<file path="src/include/soc_cfg.svh">
// Register map, command bits and default timing for the switchgear object block.
// Assumes a 250 MHz system clock; included by bare name.
`ifndef SOC_CFG_SVH
`define SOC_CFG_SVH

// ----------------------------------------
// Register offsets (byte addresses)
// ----------------------------------------
`define SOC_A_CTRL 8'h00
`define SOC_A_SEL0 8'h04
`define SOC_A_SEL1 8'h08
`define SOC_A_TRAV 8'h0c
`define SOC_A_PULSE 8'h10
`define SOC_A_TMO 8'h14
`define SOC_A_CMD 8'h18
`define SOC_A_STAT 8'h1c
`define SOC_A_RQCNT 8'h20
`define SOC_A_FLCNT 8'h24
`define SOC_A_MASK 8'h28
`define SOC_A_OUTCFG 8'h2c
`define SOC_A_FNCNT0 8'h30
`define SOC_A_FNCNT1 8'h34
`define SOC_A_REC 8'h40
`define SOC_NREC 12

// ----------------------------------------
// Command register bits
// ----------------------------------------
`define SOC_K_OPEN 0
`define SOC_K_CLOSE 1
`define SOC_K_CLRST 2
`define SOC_K_CLRREC 3
`define SOC_K_CLRLAT 4
`define SOC_K_CLRFAIL 5

// ----------------------------------------
// Default timing
// ----------------------------------------
`define SOC_CLK_NS 4
`define SOC_TRAV_NS 4000
`define SOC_PULSE_NS 2000
`define SOC_TMO_NS 16000
`define SOC_TRAV_CYC (32'(`SOC_TRAV_NS / `SOC_CLK_NS))
`define SOC_PULSE_CYC (32'(`SOC_PULSE_NS / `SOC_CLK_NS))
`define SOC_TMO_CYC (32'(`SOC_TMO_NS / `SOC_CLK_NS))

`endif

</file>
<file path="src/include/soc_pkg.sv">
// Types shared by the switchgear object block.
// Assumes nothing beyond a SystemVerilog compiler.
package soc_pkg;
  typedef enum logic [1:0] {SOC_POS_INTER, SOC_POS_OPEN, SOC_POS_CLOSED, SOC_POS_BAD} soc_pos_t;
  typedef enum logic [1:0] {SOC_GND_DISC, SOC_MOTOR_DISC, SOC_BREAKER, SOC_WD_BREAKER} soc_type_t;
  typedef enum logic [1:0] {SOC_NORMAL, SOC_START, SOC_TRIP, SOC_BLOCKED} soc_cond_t;
  typedef enum logic [1:0] {SOC_IDLE, SOC_PULSE, SOC_WAIT} soc_state_t;

  typedef struct packed {
    logic di_remote;
    logic blk_en;
    soc_type_t obj_type;
    logic use_ready;
    logic use_sync;
    logic remote;
    logic enable;
  } soc_ctrl_t;

  typedef struct packed {
    logic [4:0] ready;
    logic [4:0] sync;
    logic [4:0] rk_out;
    logic [4:0] rk_in;
    logic [4:0] closed;
    logic [4:0] open;
  } soc_sel0_t;

  typedef struct packed {
    logic [4:0] di_close;
    logic [4:0] di_open;
    logic [4:0] block;
  } soc_sel1_t;

  typedef struct packed {
    logic cl_fail;
    logic op_fail;
    logic cl_done;
    logic op_done;
  } soc_mask_t;

  typedef struct packed {
    logic en;
    logic latch;
    soc_pos_t pos;
  } soc_route_t;

  typedef struct packed {
    logic close;
    logic fail;
    logic [15:0] time_cyc;
  } soc_rec_t;
endpackage

</file>
<file path="src/hdl/soc_object_ctrl.sv">
// Control of one switchgear object: position decode, open/close pulses, supervision, statistics.
// Assumes synchronous inputs, a 250 MHz clock and a plain register port with one-cycle strobes.
`timescale 1ns/1ps
`include "soc_cfg.svh"

module soc_object_ctrl (
  input wire logic i_clk,
  input wire logic i_rst_n,
  input wire logic [7:0] i_addr,
  input wire logic [31:0] i_wdata,
  input wire logic i_wr,
  input wire logic i_rd,
  input wire logic [7:0] i_din,
  input wire logic [7:0] i_logic,
  input wire logic [3:0] i_stage_start,
  input wire logic [3:0] i_stage_trip,
  input wire logic [3:0] i_stage_block,
  input wire logic i_app_open,
  input wire logic i_app_close,
  output logic [31:0] o_rdata,
  output logic o_open_cmd,
  output logic o_close_cmd,
  output logic [3:0] o_relay,
  output logic o_fail,
  output soc_pkg::soc_pos_t o_pos
);

  // ----------------------------------------
  // Configuration registers
  // ----------------------------------------
  soc_pkg::soc_ctrl_t ctrl_reg;
  soc_pkg::soc_sel0_t sel0_reg;
  soc_pkg::soc_sel1_t sel1_reg;
  soc_pkg::soc_mask_t mask_reg;
  soc_pkg::soc_route_t [3:0] outcfg_reg;
  logic [31:0] trav_reg;
  logic [31:0] pulse_reg;
  logic [31:0] tmo_reg;
  logic cmd_wr;
  logic clr_stats;
  logic clr_rec;
  logic clr_lat;

  assign cmd_wr = i_wr && i_addr == `SOC_A_CMD;
  assign clr_stats = cmd_wr && i_wdata[`SOC_K_CLRST];
  assign clr_rec = cmd_wr && i_wdata[`SOC_K_CLRREC];
  assign clr_lat = cmd_wr && i_wdata[`SOC_K_CLRLAT];

  always_ff @(posedge i_clk or negedge i_rst_n) begin
    if (!i_rst_n) begin
      ctrl_reg <= '{obj_type: soc_pkg::SOC_BREAKER, default: 1'b0};
      sel0_reg <= '0;
      sel1_reg <= '0;
      mask_reg <= '0;
      outcfg_reg <= '0;
      trav_reg <= `SOC_TRAV_CYC;
      pulse_reg <= `SOC_PULSE_CYC;
      tmo_reg <= `SOC_TMO_CYC;
    end else if (i_wr) begin
      unique case (i_addr)
        `SOC_A_CTRL: ctrl_reg <= i_wdata[$bits(soc_pkg::soc_ctrl_t)-1:0];
        `SOC_A_SEL0: sel0_reg <= i_wdata[$bits(soc_pkg::soc_sel0_t)-1:0];
        `SOC_A_SEL1: sel1_reg <= i_wdata[$bits(soc_pkg::soc_sel1_t)-1:0];
        `SOC_A_MASK: mask_reg <= i_wdata[$bits(soc_pkg::soc_mask_t)-1:0];
        `SOC_A_OUTCFG: outcfg_reg <= i_wdata[15:0];
        `SOC_A_TRAV: trav_reg <= i_wdata;
        `SOC_A_PULSE: pulse_reg <= i_wdata;
        `SOC_A_TMO: tmo_reg <= i_wdata;
        default: ;
      endcase
    end
  end

  // ----------------------------------------
  // Signal sources and position decode
  // ----------------------------------------
  soc_pkg::soc_pos_t pos_reg;
  soc_pkg::soc_pos_t raw_pos;
  logic [3:0] pos_hot;
  logic [31:0] src;
  logic [31:0] trav_cnt_reg;
  logic [1:0] rack_reg;

  // One selector index reaches inputs, logic signals, own status and other stages
  assign pos_hot = 4'h1 << pos_reg;
  assign src = {i_stage_block, i_stage_trip, i_stage_start, pos_hot, i_logic, i_din};
  assign o_pos = pos_reg;

  always_comb begin
    unique case ({src[sel0_reg.closed], src[sel0_reg.open]})
      2'b00: raw_pos = soc_pkg::SOC_POS_INTER;
      2'b01: raw_pos = soc_pkg::SOC_POS_OPEN;
      2'b10: raw_pos = soc_pkg::SOC_POS_CLOSED;
      2'b11: raw_pos = soc_pkg::SOC_POS_BAD;
    endcase
  end

  always_ff @(posedge i_clk or negedge i_rst_n) begin
    if (!i_rst_n) begin
      pos_reg <= soc_pkg::SOC_POS_INTER;
      trav_cnt_reg <= '0;
    end else if (!ctrl_reg.enable) begin
      pos_reg <= soc_pkg::SOC_POS_INTER;
      trav_cnt_reg <= '0;
    end else if (raw_pos == soc_pkg::SOC_POS_INTER && trav_cnt_reg < trav_reg &&
                 (pos_reg == soc_pkg::SOC_POS_OPEN || pos_reg == soc_pkg::SOC_POS_CLOSED)) begin
      trav_cnt_reg <= trav_cnt_reg + 32'h1;
    end else begin
      pos_reg <= raw_pos;
      trav_cnt_reg <= '0;
    end
  end

  always_ff @(posedge i_clk or negedge i_rst_n) begin
    if (!i_rst_n) begin
      rack_reg <= '0;
    end else if (ctrl_reg.enable && ctrl_reg.obj_type == soc_pkg::SOC_WD_BREAKER) begin
      rack_reg <= {src[sel0_reg.rk_out], src[sel0_reg.rk_in]};
    end else begin
      rack_reg <= '0;
    end
  end

  // ----------------------------------------
  // Request qualification
  // ----------------------------------------
  logic di_op_q;
  logic di_cl_q;
  logic di_op_rise;
  logic di_cl_rise;
  logic di_ok;
  logic bus_op;
  logic bus_cl;
  logic req_open;
  logic req_close;
  logic permit_close;
  logic blocked;
  logic start_open;
  logic start_close;
  soc_pkg::soc_state_t state_reg;

  always_ff @(posedge i_clk or negedge i_rst_n) begin
    if (!i_rst_n) begin
      di_op_q <= 1'b0;
      di_cl_q <= 1'b0;
    end else begin
      di_op_q <= src[sel1_reg.di_open];
      di_cl_q <= src[sel1_reg.di_close];
    end
  end

  // A held input gives one request, not one per cycle
  assign di_op_rise = src[sel1_reg.di_open] && !di_op_q;
  assign di_cl_rise = src[sel1_reg.di_close] && !di_cl_q;
  assign di_ok = ctrl_reg.di_remote == ctrl_reg.remote;
  assign bus_op = cmd_wr && i_wdata[`SOC_K_OPEN];
  assign bus_cl = cmd_wr && i_wdata[`SOC_K_CLOSE];
  assign req_open = ctrl_reg.enable && (i_app_open || (di_ok && di_op_rise) || (ctrl_reg.remote && bus_op));
  assign req_close = ctrl_reg.enable && (i_app_close || (di_ok && di_cl_rise) || (ctrl_reg.remote && bus_cl));
  assign permit_close = (!ctrl_reg.use_sync || src[sel0_reg.sync]) && (!ctrl_reg.use_ready || src[sel0_reg.ready]);
  assign blocked = ctrl_reg.blk_en && src[sel1_reg.block];
  // Open wins over a simultaneous close
  assign start_open = state_reg == soc_pkg::SOC_IDLE && !blocked && req_open;
  assign start_close = state_reg == soc_pkg::SOC_IDLE && !blocked && req_close && !req_open && permit_close;

  // ----------------------------------------
  // Command sequencer
  // ----------------------------------------
  logic is_close_reg;
  logic [31:0] tmr_reg;
  logic at_target;
  logic done_ev;
  logic fail_ev;
  logic busy;

  assign busy = state_reg != soc_pkg::SOC_IDLE;
  assign at_target = pos_reg == (is_close_reg ? soc_pkg::SOC_POS_CLOSED : soc_pkg::SOC_POS_OPEN);
  assign done_ev = busy && at_target;
  assign fail_ev = busy && !at_target && tmr_reg >= tmo_reg;

  always_ff @(posedge i_clk or negedge i_rst_n) begin
    if (!i_rst_n) begin
      state_reg <= soc_pkg::SOC_IDLE;
      is_close_reg <= 1'b0;
      tmr_reg <= '0;
      o_open_cmd <= 1'b0;
      o_close_cmd <= 1'b0;
    end else if (!ctrl_reg.enable) begin
      state_reg <= soc_pkg::SOC_IDLE;
      o_open_cmd <= 1'b0;
      o_close_cmd <= 1'b0;
    end else begin
      unique case (state_reg)
        soc_pkg::SOC_IDLE: begin
          if (start_open || start_close) begin
            state_reg <= soc_pkg::SOC_PULSE;
            is_close_reg <= start_close;
            tmr_reg <= '0;
            o_open_cmd <= start_open;
            o_close_cmd <= start_close;
          end
        end
        soc_pkg::SOC_PULSE, soc_pkg::SOC_WAIT: begin
          tmr_reg <= tmr_reg + 32'h1;
          if (done_ev || fail_ev) begin
            state_reg <= soc_pkg::SOC_IDLE;
            o_open_cmd <= 1'b0;
            o_close_cmd <= 1'b0;
          end else if (state_reg == soc_pkg::SOC_PULSE && tmr_reg + 32'h1 >= pulse_reg) begin
            state_reg <= soc_pkg::SOC_WAIT;
            o_open_cmd <= 1'b0;
            o_close_cmd <= 1'b0;
          end
        end
        default: state_reg <= soc_pkg::SOC_IDLE;
      endcase
    end
  end

  // Set wins over a clear in the same cycle
  always_ff @(posedge i_clk or negedge i_rst_n) begin
    if (!i_rst_n) begin
      o_fail <= 1'b0;
    end else begin
      o_fail <= fail_ev || (o_fail && !(cmd_wr && i_wdata[`SOC_K_CLRFAIL]));
    end
  end

  // ----------------------------------------
  // Condition and statistics
  // ----------------------------------------
  soc_pkg::soc_cond_t cond_reg;
  soc_pkg::soc_cond_t cond_next;
  logic [6:0] cnt_inc;
  logic [15:0] cnt_reg [7];

  always_comb begin
    if (blocked) begin
      cond_next = soc_pkg::SOC_BLOCKED;
    end else if (fail_ev) begin
      cond_next = soc_pkg::SOC_TRIP;
    end else if (busy) begin
      cond_next = soc_pkg::SOC_START;
    end else begin
      cond_next = soc_pkg::SOC_NORMAL;
    end
  end

  always_ff @(posedge i_clk or negedge i_rst_n) begin
    if (!i_rst_n) begin
      cond_reg <= soc_pkg::SOC_NORMAL;
    end else begin
      cond_reg <= cond_next;
    end
  end

  assign cnt_inc = {cond_next == soc_pkg::SOC_BLOCKED && cond_reg != soc_pkg::SOC_BLOCKED,
                    cond_next == soc_pkg::SOC_TRIP && cond_reg != soc_pkg::SOC_TRIP,
                    cond_next == soc_pkg::SOC_START && cond_reg != soc_pkg::SOC_START,
                    fail_ev && is_close_reg, fail_ev && !is_close_reg,
                    start_close, start_open};

  generate
    for (genvar c = 0; c < 7; c++) begin : g_cnt
      always_ff @(posedge i_clk or negedge i_rst_n) begin
        if (!i_rst_n) begin
          cnt_reg[c] <= '0;
        end else begin
          cnt_reg[c] <= (clr_stats ? 16'h0 : cnt_reg[c]) + {15'h0, cnt_inc[c]};
        end
      end
    end
  endgenerate

  // ----------------------------------------
  // Operation records
  // ----------------------------------------
  soc_pkg::soc_rec_t rec_mem [`SOC_NREC];
  soc_pkg::soc_rec_t rec_new;
  logic [3:0] rec_ptr_reg;
  logic [3:0] rec_wr_idx;
  logic rec_ev;

  assign rec_ev = (done_ev && !is_close_reg && mask_reg.op_done) || (done_ev && is_close_reg && mask_reg.cl_done) ||
                  (fail_ev && !is_close_reg && mask_reg.op_fail) || (fail_ev && is_close_reg && mask_reg.cl_fail);
  // Times beyond 16 bits saturate rather than wrap
  assign rec_new = '{close: is_close_reg, fail: fail_ev,
                     time_cyc: (|tmr_reg[31:16]) ? 16'hffff : tmr_reg[15:0]};
  assign rec_wr_idx = clr_rec ? 4'h0 : rec_ptr_reg;

  always_ff @(posedge i_clk or negedge i_rst_n) begin
    if (!i_rst_n) begin
      rec_ptr_reg <= '0;
    end else if (rec_ev) begin
      rec_ptr_reg <= (rec_wr_idx == 4'(`SOC_NREC - 1)) ? 4'h0 : rec_wr_idx + 4'h1;
    end else if (clr_rec) begin
      rec_ptr_reg <= '0;
    end
  end

  generate
    for (genvar e = 0; e < `SOC_NREC; e++) begin : g_rec
      always_ff @(posedge i_clk or negedge i_rst_n) begin
        if (!i_rst_n) begin
          rec_mem[e] <= '0;
        end else if (rec_ev && rec_wr_idx == 4'(e)) begin
          rec_mem[e] <= rec_new;
        end else if (clr_rec) begin
          rec_mem[e] <= '0;
        end
      end
    end
  endgenerate

  // ----------------------------------------
  // Status routing to relays
  // ----------------------------------------
  generate
    for (genvar g = 0; g < 4; g++) begin : g_route
      logic route_on;
      assign route_on = outcfg_reg[g].en && pos_reg == outcfg_reg[g].pos;
      always_ff @(posedge i_clk or negedge i_rst_n) begin
        if (!i_rst_n) begin
          o_relay[g] <= 1'b0;
        end else if (outcfg_reg[g].latch) begin
          o_relay[g] <= route_on || (o_relay[g] && !clr_lat);
        end else begin
          o_relay[g] <= route_on;
        end
      end
    end
  endgenerate

  // ----------------------------------------
  // Read port
  // ----------------------------------------
  logic [31:0] rdata_next;
  logic [7:0] rec_off;

  assign rec_off = i_addr - `SOC_A_REC;

  always_comb begin
    rdata_next = '0;
    if (i_addr >= `SOC_A_REC && rec_off[7:2] < 6'(`SOC_NREC)) begin
      rdata_next = 32'(rec_mem[rec_off[5:2]]);
    end else begin
      unique case (i_addr)
        `SOC_A_CTRL: rdata_next = 32'(ctrl_reg);
        `SOC_A_SEL0: rdata_next = 32'(sel0_reg);
        `SOC_A_SEL1: rdata_next = 32'(sel1_reg);
        `SOC_A_MASK: rdata_next = 32'(mask_reg);
        `SOC_A_OUTCFG: rdata_next = 32'(outcfg_reg);
        `SOC_A_TRAV: rdata_next = trav_reg;
        `SOC_A_PULSE: rdata_next = pulse_reg;
        `SOC_A_TMO: rdata_next = tmo_reg;
        `SOC_A_STAT: rdata_next = {22'h0, rack_reg, cond_reg, o_fail, o_close_cmd, o_open_cmd, busy, pos_reg};
        `SOC_A_RQCNT: rdata_next = {cnt_reg[1], cnt_reg[0]};
        `SOC_A_FLCNT: rdata_next = {cnt_reg[3], cnt_reg[2]};
        `SOC_A_FNCNT0: rdata_next = {cnt_reg[5], cnt_reg[4]};
        `SOC_A_FNCNT1: rdata_next = {16'h0, cnt_reg[6]};
        default: rdata_next = '0;
      endcase
    end
  end

  always_ff @(posedge i_clk or negedge i_rst_n) begin
    if (!i_rst_n) begin
      o_rdata <= '0;
    end else begin
      o_rdata <= i_rd ? rdata_next : 32'h0;
    end
  end

  // ----------------------------------------
  // Checks
  // ----------------------------------------
  logic [31:0] cmd_len;

  always_ff @(posedge i_clk or negedge i_rst_n) begin
    if (!i_rst_n) begin
      cmd_len <= '0;
    end else begin
      cmd_len <= (o_open_cmd || o_close_cmd) ? cmd_len + 32'h1 : 32'h0;
    end
  end
endmodule

</file>
<file path="config.mk">
export PLATFORM = sky130hd
export DESIGN_NAME = soc_object_ctrl
export DESIGN_NICKNAME = d
export VERILOG_FILES = /design/src/include/soc_pkg.sv /design/src/hdl/soc_object_ctrl.sv
export VERILOG_INCLUDE_DIRS = /design/src /design/src/include
export SDC_FILE = /design/constraint.sdc
export NUM_CORES = 1
export LEC_CHECK = 0
export BUFFER_PORTS_ARGS = -buffer_cell sky130_fd_sc_hd__buf_4
export CAP_MARGIN = 10
export CORE_MARGIN = 1.5
export CORE_UTILIZATION = 63
export CTS_CLUSTER_DIAMETER = 80
export CTS_CLUSTER_SIZE = 30
export DETAILED_ROUTE_END_ITERATION = 16
export PLACE_DENSITY = 0.9
export SLEW_MARGIN = 25
export SYNTH_ARGS = -nofsm -noshare
export SYNTH_HDL_FRONTEND = slang
export SYNTH_SLANG_ARGS = --single-unit
</file>
<file path="constraint.sdc">
create_clock -name i_clk -period 5 [get_ports i_clk]
set_input_delay 0.5 -clock i_clk [delete_from_list [all_inputs] [get_ports i_clk]]
set_output_delay 0.5 -clock i_clk [all_outputs]
set_load 0.03 [all_outputs]
</file>
==> results.py <==
metrics = {
    "synthesis": {
        "syn_inst": 3080,
        "ys_ff_latch": 615,
        "ys_types": 76,
        "post_synth.cell_area_avg_sq_um": 11.0,
        "yosys_warnings": 0,
        "synth_flop_cell": "dfrtp_1",
        "syn_area_sq_mm": 0.0340,
        "synth_edf_count": 0,
        "postSynthNetCount": 3277,
        "ys_seq_area_share_pct": 45.4,
        "ys_async_sr_fraction_pct": 100,
    },
    "setup_path": {
        "r2r_start": "sel1_reg[11]",
        "arrival_ns": 5.17,
        "startpoint_type": "flop",
        "required_ns": 5.55,
        "critPathLaunch": "sel1_reg[11]",
        "critPathKind": "reg -> reg",
        "cp_max_fo": 19,
        "end_kind": "flop",
    },
    "grt": {
        "grt_busiest_layer": "met2",
        "use_met1_pct": 50.0,
        "use_met3_pct": 6.59,
        "antenna_found_initial": 1,
        "overflow": 0,
        "gr-usage-met2_pct": 57.9,
        "grt_pass1_vias": 26300,
        "grt_pass1_wl_mm": 156,
        "track_usage_pct": 36.6,
        "grt_max_degree": 129,
    },
    "timing": {
        "setup_slack_ns": 0.377,
        "fmax_mhz": 216,
        "rsz0062_at_grt": "false",
        "setup_viol": 0,
        "timing.final.max_slew_violations": 0,
        "period_share_pct": 92.5,
        "tns_ns": 0,
        "tightest_slew_ns": 1.11,
        "relSlewSlack_pct": 26.1,
        "finalCriticalPeriod_ns": 4.62,
        "holdWs_ns": 0.124,
        "hold_violations": 0,
        "clock_skew_ns": 0.0257,
    },
    "run": {
        "max_cap_violations": 0,
    },
    "routing": {
        "vias": 26300,
        "drt_pass1_iterations": 8,
        "wirelength_mm": 102,
        "drc": 0,
        "drtAntennaViolNets": 0,
        "via_per_inst": 6.91,
        "drt_iter0_drc": 3708,
        "drt-wirelength-per-cell_um": 26.8,
    },
    "place": {
        "pre_cts_ws_ns": 0.535,
        "dpl_cell_area_sq_mm": 0.0354,
        "port_buffers": 114,
        "place.gp.congestion": 1.02,
        "dp_hpwl_mm": 72.1,
    },
    "cts": {
        "cts_setup_buffers": 0,
        "cts_tree": "built",
        "cts_root_buf": "clkbuf_16",
        "clk_pin_slew_worst_paths_ns": 0.10,
        "cts-resized-gates": 0,
        "clock_sinks": 615,
        "clk_latency_ns": 0.63,
        "htree_levels": 1,
        "cts_buffers": 30,
        "cts_hold_buf": 1,
        "cts_buffer_depth": 3,
    },
    "floorplanning": {
        "dieArea_sq_mm": 0.0553,
        "rows": 84,
        "io_pins": 115,
        "dieHeight_um": 235,
        "coreArea_sq_mm": 0.0530,
        "initial_core_util_pct": 64.1,
        "die_x_um": 235,
    },
    "layout": {
        "largest_register_ffs": 216,
        "n_antenna_cell": 0,
        "syn2layout_area_growth_pct": 7.39,
        "layout-drive-gt1-share_pct": 18.1,
        "final_nets": 3291,
        "design_area_sq_mm": 0.0365,
    },
    "power": {
        "fin_total_pwr_mw": 9.42,
        "peakVddDrop_v": 0.000478,
        "cellPowerDensity_mw_per_mm2": 258,
        "p_leak_nw": 17.6,
    },
    "min_path": {
        "min_from": "i_wdata[31]",
        "hp-class": "in -> reg",
    },
    "outcome": {
        "outcome": "complete, no violations",
    },
}
[cell families after synthesis]
group	synth area share, %
flops	45.4
buf+inv	3.80
mux	21.7
simple gates	12.3
compound gates	8.59
xor+xnor	3.66
fa+ha+maj	4.53
[worst paths after layout]
| path | end | depth (start not counted) | slack [ns] |
|---|---|---|---|
| max in group asynchronous | rec_mem[56] | 3 | 3.31 |
| hold reg to reg | rec_mem[85] | 2 | 0.53 |
| min in group asynchronous | sel0_reg[14] | 2 | 0.46 |
| hold / removal | pulse_reg[31] | 2 | 0.12 |
| setup reg to reg | cnt_reg[92] | 13 | 0.38 |
| setup / recovery | cnt_reg[92] | 13 | 0.38 |
[routing by layer]
layer | vias to the layer above | wire, um
met3 | 343 | 10900
met5 | - | 9
met4 | 2 | 5290
li1 | 11100 | -
met2 | 1694 | 47100
met1 | 13200 | 38700
[through the flow]
step	util [%]	cells
after floorplan	-	3080
after global placement	66.8	3749
after detailed placement	66.8	3749
after CTS	68.9	3805
after global routing	68.9	3805
final	68.9	3805
[synth_stat cells (all sizes together), types with 3 or more instances]
cell       n  share of area, %
a21o      21              0.46
o211ai     5              0.11
nand3     81               1.2
nand4     35              0.64
a222oi    26              0.77
a2111oi    5              0.15
nor2b     15              0.28
a22oi     71               1.6
or2        6              0.11
clkbuf   119               1.3
o21ai     92               1.4
nor2     189               2.1
nand2b    11              0.20
a311o      3             0.088
nand3b     7              0.15
nor4       6              0.11
a21oi     60              0.88
xor2      88               2.3
and4      12              0.31
and3      40              0.74
and2      19              0.35
buf       61               1.1
a22o      28              0.72
mux2     178               5.9
nand2    445               5.1
nor4b      3              0.18
dfrtp    596                44
nor3      15              0.24
mux2i    272               8.0
a31oi     18              0.33
dfstp     19               1.5
a21boi     4             0.088
a211oi    11              0.24
a41oi     12              0.36
a221oi    28              0.77
or3       22              0.41
ha       123               4.5
inv      126               1.4
mux4     118               7.8
xnor2     54               1.4
o22ai      7              0.13
[placed cells by master, fill, tap and decap left out, types with 14 or more instances in the layout]
master     Yosys  final
xor2_1        88     88
a22o_1        28     28
buf_4          5    153
o21ai_0       85     85
mux4_2       118    118
or3_1         22     22
a222oi_1      26     26
dfrtp_1      596    596
a31oi_1       18     18
and3_1        40     40
nand2_1      435    434
xnor2_1       54     54
dfstp_2       19     19
mux2i_1      272    272
nand4_1       35     35
nor2_1       187    178
clkbuf_16      0     32
nand3_1       81     81
mux2_2       178    178
and2_1        18     17
nor2b_1       15     15
nor3_1        14     14
inv_1        126    126
a221oi_1      27     27
a21o_1        21     21
ha_1         123    123
a22oi_1       71     71
a21oi_1       60     60
[worst max-delay path: stages (launching register included)]
cell and delay [ns]:
dfrtp_1 0.96, a2111oi_0 0.24, a221oi_1 0.27, a21boi_0 0.16, a311o_1 0.43, a211oi_1 0.70, nand4_1 0.26, inv_1 0.11
ha_1 0.21, ha_1 0.20, and3_1 0.26, nand3_1 0.20, or3_1 0.36, a21oi_1 0.17
[power breakdown]
group	total [mW]	switching [mW]	internal, mW
Clock	3.19	1.80	1.40
Sequential	5.30	0.199	5.10
Combinational	0.919	0.544	0.374
Total	9.42	2.54	6.87
[layout make-up]
| cell class | instances | area (sq um) |
|---|---|---|
| inverters | 128 | 480 |
| clock buffers | 38 | 843 |
| fillers | 3723 | 16500 |
| multi-input cells | 2157 | 17300 |
| well taps | 688 | 861 |
| clock inverters | 17 | 267 |
| flip-flops and latches | 615 | 15400 |
| repair buffers | 162 | 1310 |
Note: power is estimated with default switching activity, not from simulation.
